### src/hdl/pst_pkg.sv
// Package with command codes, field layout, carriers and state of the status/telemetry block
package pst_pkg;

  // ----------------------------------------------------------------
  // Command codes
  // ----------------------------------------------------------------
  localparam logic [7:0] CMD_OTHER_STATUS = 8'h7f;
  localparam logic [7:0] CMD_VENDOR_STATUS = 8'h80;
  localparam logic [7:0] CMD_INPUT_VOLTAGE = 8'h88;
  localparam logic [7:0] CMD_OUTPUT_VOLTAGE = 8'h8b;
  localparam logic [7:0] PHASE_ALL = 8'hff;

  // ----------------------------------------------------------------
  // Field positions and masks
  // ----------------------------------------------------------------
  localparam int OTHER_FIRST_BIT = 0;
  localparam int VEN_POR_BIT = 7;
  localparam int VEN_SELF_BIT = 6;
  localparam int VEN_RESET_BIT = 3;
  localparam int VEN_BCX_BIT = 2;
  localparam int VEN_SYNC_BIT = 1;
  localparam int CML_INVALID_BIT = 7;
  localparam logic [7:0] VEN_LATCH_MASK = 8'h8e;

  // ----------------------------------------------------------------
  // Counts and byte positions
  // ----------------------------------------------------------------
  localparam logic [3:0] BITS_PER_BYTE = 4'h8;
  localparam logic [3:0] LAST_TX_BIT = 4'h7;
  localparam logic [1:0] BYTE_ADDR = 2'h0;
  localparam logic [1:0] BYTE_CMD = 2'h1;
  localparam logic [1:0] BYTE_DATA = 2'h2;

  // ----------------------------------------------------------------
  // Carriers
  // ----------------------------------------------------------------
  typedef struct packed {
    logic first_to_alert;
    logic por_fault;
    logic self_check_busy;
    logic output_reset_event;
    logic back_channel_link_fault;
    logic sync_fault;
    logic clear_faults;
    logic cml_invalid_clear;
  } pst_events_s;

  typedef struct packed {
    logic [7:0] phase;
    logic loop_follower;
    logic refresh;
    logic [15:0] controller_vin;
    logic [15:0] phase_vin;
    logic [15:0] vout_scaled;
    logic [15:0] remote_sense_raw;
  } pst_tele_s;

  typedef struct packed {
    logic [7:0] other;
    logic [7:0] vendor;
    logic [7:0] cml;
  } pst_mask_s;

  typedef enum logic [2:0] {ST_IDLE, ST_RX, ST_ACK, ST_TX, ST_TX_ACK} pst_bus_e;

  typedef struct packed {
    pst_bus_e st;
    logic scl_q;
    logic sda_q;
    logic [3:0] bit_cnt;
    logic [7:0] shift;
    logic [1:0] byte_idx;
    logic rw;
    logic mack;
    logic tx_idx;
    logic [7:0] cmd;
    logic sda_drv;
    logic other_first;
    logic [7:0] vendor;
    logic inv_flag;
    logic comm_set;
    logic read_busy;
    logic [15:0] vin_hold;
    logic [15:0] vout_hold;
    logic alert;
  } pst_state_s;

  // Pin copies start at the idle bus level so no false edge follows reset
  localparam pst_state_s PST_STATE_RESET = '{st: ST_IDLE, scl_q: 1'b1, sda_q: 1'b1, default: '0};

endpackage

### src/hdl/pst_sync.sv
// Two-flop synchroniser for the bus pins
`timescale 1ns/10ps
module pst_sync #(
  parameter int WIDTH = 2
) (
  input wire logic clk_in,
  input wire logic reset_in,
  input wire logic [WIDTH-1:0] async_in,
  output logic [WIDTH-1:0] sync_out
);

  // ----------------------------------------------------------------
  // Per-bit flop pair
  // ----------------------------------------------------------------
  genvar i;
  generate
    for (i = 0; i < WIDTH; i = i + 1) begin : g_bit
      logic meta_reg;
      logic stable_reg;
      always_ff @(posedge clk_in) begin
        if (reset_in) begin
          meta_reg <= 1'b1;
          stable_reg <= 1'b1;
        end else begin
          meta_reg <= async_in[i];
          stable_reg <= meta_reg;
        end
      end
      assign sync_out[i] = stable_reg;
    end
  endgenerate

endmodule

### src/hdl/pst_regs.sv
// Status and telemetry command registers with their bus target logic
//
// Summary of operation
// - Code 7F is a byte status, read and write, bits 7:1 read zero.
// - Bit 0 latches when this unit first pulled the alert line.
// - Other summary bit is the OR of supported other-status bits.
// - Clearing the other-status byte also clears its summary bit.
// - Code 80 is a byte status; latched bits clear by clear-faults or write-one.
// - Bit 7 latches on trim, store checksum or strap check failure.
// - Bit 6 is live: high while self-check runs or followers missing.
// - Bits 3, 2, 1 latch output reset, back-channel fault, sync fault.
// - Bits 5:4 and 0 of the vendor status always read zero.
// - Writing one to a set latched status bit clears it.
// - Each alerting status bit has a mask bit that suppresses the alert.
// - Code 88 reads input voltage word, exponent 15:11, mantissa 10:0.
// - Writes to telemetry codes set comm summary, invalid flag, and alert.
// - Phase FF gives controller input voltage, else the phase's device.
// - Code 8B reads the output voltage as an unsigned 16-bit word.
// - As loop follower, output reading is raw sense voltage, no scaling.
// - Invalid-command flag at bit 7 latches, clears on the cml_invalid_clear input or clear-faults.
`timescale 1ns/10ps
module pst_regs (
  input wire logic clk_in,
  input wire logic reset_in,
  input wire logic scl_in,
  input wire logic sda_in,
  output logic sda_out,
  output logic sda_oe_out,
  input wire logic [6:0] device_address_in,
  input wire pst_pkg::pst_events_s events_in,
  input wire pst_pkg::pst_tele_s tele_in,
  input wire pst_pkg::pst_mask_s mask_in,
  output logic [7:0] other_status_out,
  output logic [7:0] vendor_status_out,
  output logic other_summary_out,
  output logic comm_summary_out,
  output logic invalid_command_out,
  output logic invalid_command_flag_out,
  output logic alert_out,
  output logic [15:0] input_voltage_out,
  output logic [15:0] output_voltage_out
);
  import pst_pkg::*;

  pst_state_s state_reg;
  pst_state_s state_next;
  logic [1:0] pins_sync;
  logic scl_s;
  logic sda_s;
  logic scl_rise;
  logic scl_fall;
  logic bus_start;
  logic bus_stop;
  logic [7:0] other_byte;
  logic [7:0] vendor_byte;
  logic [15:0] tx_word;
  logic [7:0] tx_byte;
  logic [7:0] tx_byte_next;
  logic [15:0] vin_source;
  logic [15:0] vout_source;

  // ----------------------------------------------------------------
  // Pin synchronisers
  // ----------------------------------------------------------------
  pst_sync #(.WIDTH(2)) u_sync (
    .clk_in(clk_in),
    .reset_in(reset_in),
    .async_in({scl_in, sda_in}),
    .sync_out(pins_sync)
  );

  // ----------------------------------------------------------------
  // Bus conditions
  // ----------------------------------------------------------------
  assign scl_s = pins_sync[1];
  assign sda_s = pins_sync[0];
  assign scl_rise = scl_s & ~state_reg.scl_q;
  assign scl_fall = ~scl_s & state_reg.scl_q;
  assign bus_start = scl_s & state_reg.scl_q & state_reg.sda_q & ~sda_s;
  assign bus_stop = scl_s & state_reg.scl_q & ~state_reg.sda_q & sda_s;

  // ----------------------------------------------------------------
  // Read values
  // ----------------------------------------------------------------
  assign other_byte = {7'h00, state_reg.other_first};

  // ----------------------------------------------------------------
  // Vendor status read bits
  // ----------------------------------------------------------------
  genvar vb;
  generate
    for (vb = 0; vb < 8; vb = vb + 1) begin : g_ven_bit
      if (vb == VEN_SELF_BIT) begin : g_live
        assign vendor_byte[vb] = events_in.self_check_busy;
      end else begin : g_held
        assign vendor_byte[vb] = state_reg.vendor[vb] & VEN_LATCH_MASK[vb];
      end
    end
  endgenerate

  // ----------------------------------------------------------------
  // Telemetry sources
  // ----------------------------------------------------------------
  assign vin_source = (tele_in.phase == PHASE_ALL) ? tele_in.controller_vin
                                                   : tele_in.phase_vin;
  assign vout_source = tele_in.loop_follower ? tele_in.remote_sense_raw
                                             : tele_in.vout_scaled;

  // ----------------------------------------------------------------
  // Transmit word
  // ----------------------------------------------------------------
  always_comb begin
    case (state_reg.cmd)
      CMD_OTHER_STATUS: tx_word = {8'h00, other_byte};
      CMD_VENDOR_STATUS: tx_word = {8'h00, vendor_byte};
      CMD_INPUT_VOLTAGE: tx_word = state_reg.vin_hold;
      CMD_OUTPUT_VOLTAGE: tx_word = state_reg.vout_hold;
      default: tx_word = 16'h0000;
    endcase
  end

  // Low byte first, as the word read sends it
  assign tx_byte = tx_word[7:0];
  assign tx_byte_next = tx_word[15:8];

  // ----------------------------------------------------------------
  // Next-state logic
  // ----------------------------------------------------------------
  always_comb begin
    logic w1c_other;
    logic [7:0] w1c_vendor;
    logic [7:0] set_vendor;
    logic clear_all;
    logic alert_other;
    logic alert_vendor;
    logic alert_cml;
    w1c_other = 1'b0;
    w1c_vendor = 8'h00;
    set_vendor = 8'h00;
    clear_all = events_in.clear_faults;
    alert_other = 1'b0;
    alert_vendor = 1'b0;
    alert_cml = 1'b0;
    state_next = state_reg;
    state_next.scl_q = scl_s;
    state_next.sda_q = sda_s;
    state_next.comm_set = 1'b0;

    case (state_reg.st)
      ST_IDLE: begin
        state_next.sda_drv = 1'b0;
      end
      ST_RX: begin
        if (scl_rise && state_reg.bit_cnt != BITS_PER_BYTE) begin
          state_next.shift = {state_reg.shift[6:0], sda_s};
          state_next.bit_cnt = state_reg.bit_cnt + 4'h1;
        end
        if (scl_fall && state_reg.bit_cnt == BITS_PER_BYTE) begin
          state_next.st = ST_ACK;
          state_next.sda_drv = 1'b1;
          if (state_reg.byte_idx != BYTE_DATA) begin
            state_next.byte_idx = state_reg.byte_idx + 2'h1;
          end
          case (state_reg.byte_idx)
            BYTE_ADDR: begin
              state_next.rw = state_reg.shift[0];
              state_next.tx_idx = 1'b0;
              if (state_reg.shift[7:1] != device_address_in) begin
                state_next.st = ST_IDLE;
                state_next.sda_drv = 1'b0;
              end
            end
            BYTE_CMD: begin
              state_next.cmd = state_reg.shift;
              state_next.read_busy = (state_reg.shift == CMD_INPUT_VOLTAGE) ||
                                     (state_reg.shift == CMD_OUTPUT_VOLTAGE);
            end
            default: begin
              case (state_reg.cmd)
                CMD_OTHER_STATUS: w1c_other = state_reg.shift[OTHER_FIRST_BIT];
                CMD_VENDOR_STATUS: w1c_vendor = state_reg.shift & VEN_LATCH_MASK;
                CMD_INPUT_VOLTAGE: state_next.comm_set = 1'b1;
                CMD_OUTPUT_VOLTAGE: state_next.comm_set = 1'b1;
                default: state_next.comm_set = 1'b0;
              endcase
            end
          endcase
        end
      end
      ST_ACK: begin
        if (scl_fall) begin
          state_next.bit_cnt = 4'h0;
          if (state_reg.rw) begin
            state_next.st = ST_TX;
            state_next.shift = tx_byte;
            state_next.sda_drv = ~tx_byte[7];
          end else begin
            state_next.st = ST_RX;
            state_next.sda_drv = 1'b0;
          end
        end
      end
      ST_TX: begin
        if (scl_fall) begin
          if (state_reg.bit_cnt == LAST_TX_BIT) begin
            state_next.st = ST_TX_ACK;
            state_next.sda_drv = 1'b0;
          end else begin
            state_next.shift = {state_reg.shift[6:0], 1'b0};
            state_next.sda_drv = ~state_reg.shift[6];
            state_next.bit_cnt = state_reg.bit_cnt + 4'h1;
          end
        end
      end
      ST_TX_ACK: begin
        if (scl_rise) begin
          state_next.mack = ~sda_s;
        end
        if (scl_fall) begin
          state_next.bit_cnt = 4'h0;
          if (state_reg.mack) begin
            state_next.st = ST_TX;
            state_next.tx_idx = 1'b1;
            state_next.shift = state_reg.tx_idx ? 8'h00 : tx_byte_next;
            state_next.sda_drv = state_reg.tx_idx ? 1'b1 : ~tx_byte_next[7];
          end else begin
            state_next.st = ST_IDLE;
            state_next.sda_drv = 1'b0;
          end
        end
      end
      default: begin
        state_next.st = ST_IDLE;
        state_next.sda_drv = 1'b0;
      end
    endcase

    // Start (also repeated) and stop override the byte machine
    if (bus_start) begin
      state_next.st = ST_RX;
      state_next.bit_cnt = 4'h0;
      state_next.byte_idx = BYTE_ADDR;
      state_next.sda_drv = 1'b0;
      state_next.mack = 1'b0;
    end
    if (bus_stop) begin
      state_next.st = ST_IDLE;
      state_next.sda_drv = 1'b0;
      state_next.read_busy = 1'b0;
    end

    // Latched status, set wins over clear
    set_vendor[VEN_POR_BIT] = events_in.por_fault;
    set_vendor[VEN_RESET_BIT] = events_in.output_reset_event;
    set_vendor[VEN_BCX_BIT] = events_in.back_channel_link_fault;
    set_vendor[VEN_SYNC_BIT] = events_in.sync_fault;
    state_next.other_first = (state_reg.other_first & ~w1c_other & ~clear_all) |
                             events_in.first_to_alert;
    state_next.vendor = ((state_reg.vendor & ~w1c_vendor & ~{8{clear_all}}) |
                         set_vendor) & VEN_LATCH_MASK;
    state_next.inv_flag = (state_reg.inv_flag & ~events_in.cml_invalid_clear &
                           ~clear_all) | state_next.comm_set;

    // Telemetry capture, frozen while a word read is open
    if (tele_in.refresh && !state_reg.read_busy) begin
      state_next.vin_hold = vin_source;
      state_next.vout_hold = vout_source;
    end

    // Alert request, each source gated by its mask bit
    alert_other = state_next.other_first & ~mask_in.other[OTHER_FIRST_BIT];
    alert_vendor = |(state_next.vendor & ~mask_in.vendor);
    alert_cml = state_next.inv_flag & ~mask_in.cml[CML_INVALID_BIT];
    state_next.alert = alert_other | alert_vendor | alert_cml;
  end

  // ----------------------------------------------------------------
  // State register
  // ----------------------------------------------------------------
  always_ff @(posedge clk_in) begin
    if (reset_in) begin
      state_reg <= PST_STATE_RESET;
    end else begin
      state_reg <= state_next;
    end
  end

  // ----------------------------------------------------------------
  // Outputs
  // ----------------------------------------------------------------
  assign sda_out = 1'b0;
  assign sda_oe_out = state_reg.sda_drv;
  assign other_status_out = other_byte;
  assign vendor_status_out = vendor_byte;
  assign other_summary_out = |other_byte;
  assign comm_summary_out = state_reg.inv_flag;
  assign invalid_command_out = state_reg.comm_set;
  assign invalid_command_flag_out = state_reg.inv_flag;
  assign alert_out = state_reg.alert;
  assign input_voltage_out = state_reg.vin_hold;
  assign output_voltage_out = state_reg.vout_hold;

endmodule

### config.mk
export PLATFORM = sky130hd
export DESIGN_NAME = pst_regs
export DESIGN_NICKNAME = d
export VERILOG_FILES = /design/src/hdl/pst_pkg.sv /design/src/hdl/pst_sync.sv /design/src/hdl/pst_regs.sv
export SDC_FILE = /design/constraint.sdc
export NUM_CORES = 1
export LEC_CHECK = 0
export ABC_CLOCK_PERIOD_IN_PS = 4550
export BUFFER_PORTS_ARGS = -buffer_cell sky130_fd_sc_hd__buf_2
export CORE_MARGIN = 10
export CORE_UTILIZATION = 50
export CTS_CLUSTER_SIZE = 25
export DETAILED_ROUTE_END_ITERATION = 8
export PLACE_DENSITY = 0.81
export RECOVER_POWER = 100
export SLEW_MARGIN = 10
export SYNTH_ARGS = -nofsm -noshare
export SYNTH_HDL_FRONTEND = slang
export SYNTH_SLANG_ARGS = --single-unit
### constraint.sdc
create_clock -name clk_in -period 4.55 [get_ports clk_in]
set_clock_uncertainty 0.05 [all_clocks]
set_input_delay 0.2275 -clock clk_in [delete_from_list [all_inputs] [get_ports clk_in]]
set_output_delay 0.2275 -clock clk_in [all_outputs]
set_load 0.01 [all_outputs]
==> results.toml <==
[synthesis]
synth_area_um2 = 4484
synth_top_area_share_pct = 33.93
yosys.cell_types.count = 63
ys_seq_area_share_pct = 33.93
ys.flop_type = "dfxtp_1"
synth.area.top_cells = "dfxtp_1, mux2i_1, buf_4"
synth-async-reset-ratio_pct = 0
post_synth.cell_area_avg_um2 = 8.335
synth_common_cells = "dfxtp_1, nor2_1, buf_4, a211oi_1, mux2i_1"
synth.largest_area_cell = "dfxtp_1"
ys_ff_latch = 76
syn_inst = 538
yosysMostFrequentCell = "dfxtp_1"
yosysWarningCount = 0
synth_edf_count = 0

[global_route]
grt_pass1_vias = 4255
grt_use_total_pct = 19.67
grt_max_degree = 68
overflow = 0
grt_pass1_wl_um = 21090
antenna_found_initial = 0

[timing]
max_freq_mhz = 331.2
worst_slack_ns = 1.530
period_needed_ns = 3.020
finalSetupViolations = 0
slew_viol_final = 68
hold_viol_final = 0
worst_hold_slack_ns = 0.01349
fin_tns_setup_ns = 0
slew_headroom_pct = -87.90
rsz0062_at_grt = "false"
fin_crit_sh_pct = 66.37
tightest_slew_ns = 2.819

[final_layout]
instances_no_fill = 735
num_antenna_cells = 0
final.fill_count = 821
largest_reg_flops = 31
area_delta_synth_final_pct = 12.97
nNetsFinal = 745
final_layout_size_suffix_gt1_share_pct = 20.26

[power_and_ir_drop]
power.density_nw_per_um2 = 290.8
ir_drop_uv = 169.7
combinationalPowerShare_pct = 12.4
p_int_mw = 1.097
p_clk_share_pct = 38.7
leakagePower_nw = 1.926
p_sw_share_pct = 25.53
pwr-share-seq_pct = 48.9
switchingPower_mw = 0.3761

[clocking]
postCtsSetupBuffers = 0
cts_hold_buf = 1
cts_buffers = 9
htreeDepth = 3
cts_tree = "yes"
clk_latency_ns = 0.35
clockBufferDepth = 2
postCtsResizedCells = 0
cts.sinks = 76
clk_pin_slew_ns = 0.08
cts_root_buffer = "clkbuf_8"

[placed_design]
dp_slack_ns = 1.993
port-buffer-count = 142
gp_congestion = 0.9360
placed_cells = 718
dp_hpwl_um = 10560

[hold_path]
hp-class = "input pin to register"

[status]
run_status = "complete, but fails checks"
violations = "capacitance limit, slew limit"

[worst_setup_path]
crit_family = "compound AO/OA/AOI/OAI gates"
arrival_ns = 3.21
start_kind = "register"
path_buf_inv = 0
endpoint_kind = "register"
crit_path_top_delay_cell = "a22oi_1"
slowest_delay_ns = 1.03
setup.worst_path.class = "register to register"
required_ns = 4.74
critPathMaxFanout = 16
cp_cell_sequence = "nor2b_1 > nand3_1 > a22oi_1 > nor2_1 > a211oi_1"

[route]
wl_met1_um = 5620
met3WireLength_um = 1001
wirelength_um = 13530
drt_iter0_markers = 408
vias_per_cell = 5.830
route.detailed.drc = 0
routedWlPerCell_um = 18.41
drt_pass1_iterations = 5
routed-wl-met2_um = 6569
routed.top_layer = "met4"
ant_nets = 0
num_vias = 4285

[die]
initial_utilization_pct = 51.42
die_h_um = 114.7
core_area_um2 = 8721
core.rowCount = 34
fp.dieW_um = 114.7
io_pins = 172
dieArea_um2 = 13160

[run]
maxCapViolations = 1
==> routing by layer <==
layer	track usage (%)	up-vias
met5	0	-
met4	7.096	0
met3	5.608	29
met2	33.52	224
met1	22.98	1975
li1	-	2057
==> path summary, 6_finish.rpt <==
kind         cells after the start                                    end  slack, ns                           startpoint
min reg2reg                      1  u_sync.g_bit[1].stable_reg$_SDFF_PP1_       0.36  u_sync.g_bit[1].meta_reg$_SDFF_PP1_
max reg2reg                      5             state_reg[61]$_SDFFE_PP0P_       1.53             state_reg[72]$_SDFF_PP1_
max                              5             state_reg[61]$_SDFFE_PP0P_       1.53             state_reg[72]$_SDFF_PP1_
min                              2    u_sync.g_bit[1].meta_reg$_SDFF_PP1_       0.01                               scl_in
==> cell usage in the layout, fill, tap and decap left out, types with 6 or more instances in the layout <==
| cell type | n |
|---|---|
| nand2b_1 | 6 |
| dfxtp_1 | 76 |
| nor2_1 | 69 |
| nand2_1 | 31 |
| a211oi_1 | 43 |
| nor2b_1 | 14 |
| xnor2_1 | 7 |
| a22o_1 | 7 |
| clkbuf_8 | 10 |
| mux2i_1 | 38 |
| a21oi_1 | 25 |
| buf_2 | 97 |
| nand4_1 | 11 |
| o21ai_0 | 18 |
| conb_1 | 11 |
| inv_1 | 10 |
| clkbuf_1 | 46 |
| or2_2 | 8 |
| a22oi_1 | 6 |
==> per-stage QoR <==
stage / power [mW] / utilization (%) / area (um^2)
floorplan: 0.8626 / - / 4522
global placement: 0.9146 / 55.98 / 4882
detailed placement: 0.9218 / 55.98 / 4882
CTS: 1.482 / 58.57 / 5107
global route: 1.525 / 58.09 / 5066
finish: 1.473 / 58.09 / 5066
==> logic make-up (layout without fill, tap and decap cells) <==
| kind of cell | after synthesis | count (layout) | synth area share, % |
|---|---|---|---|
| DFF | 76 | 76 | 33.93 |
| and+or+nand+nor | 181 | 181 | 20.59 |
| adders and majority gates | 5 | 5 | 1.395 |
| buffers and inverters | 90 | 169 | 11.89 |
| other | 1 | 11 | 0.08363 |
| AOI/OAI and AO/OA | 135 | 135 | 21.23 |
| muxes | 39 | 39 | 8.733 |
| xor gates and xnor gates | 11 | 11 | 2.148 |
==> power by group through the flow <==
stage | logic [mW] | registers (mW) | clock network (mW)
2_1_floorplan | 0.139 | 0.724 | 0
3_3_place_gp | 0.180 | 0.734 | 0
3_5_place_dp | 0.186 | 0.735 | 0
4_1_cts | 0.188 | 0.720 | 0.574
5_1_grt | 0.202 | 0.724 | 0.599
6_report | 0.182 | 0.721 | 0.570
==> layout make-up <==
type / instances / area (um^2) / area share (%)
clock inverter: 4 / 73.82 / 1.457
inverter: 10 / 37.54 / 0.7409
sequential: 76 / 1521 / 30.03
tap: 108 / 135.1 / 2.667
clock buffer: 11 / 141.4 / 2.791
timing repair buffer: 144 / 684.4 / 13.51
multi-input combinational: 382 / 2472 / 48.80
(Power assumes the default switching activity.)
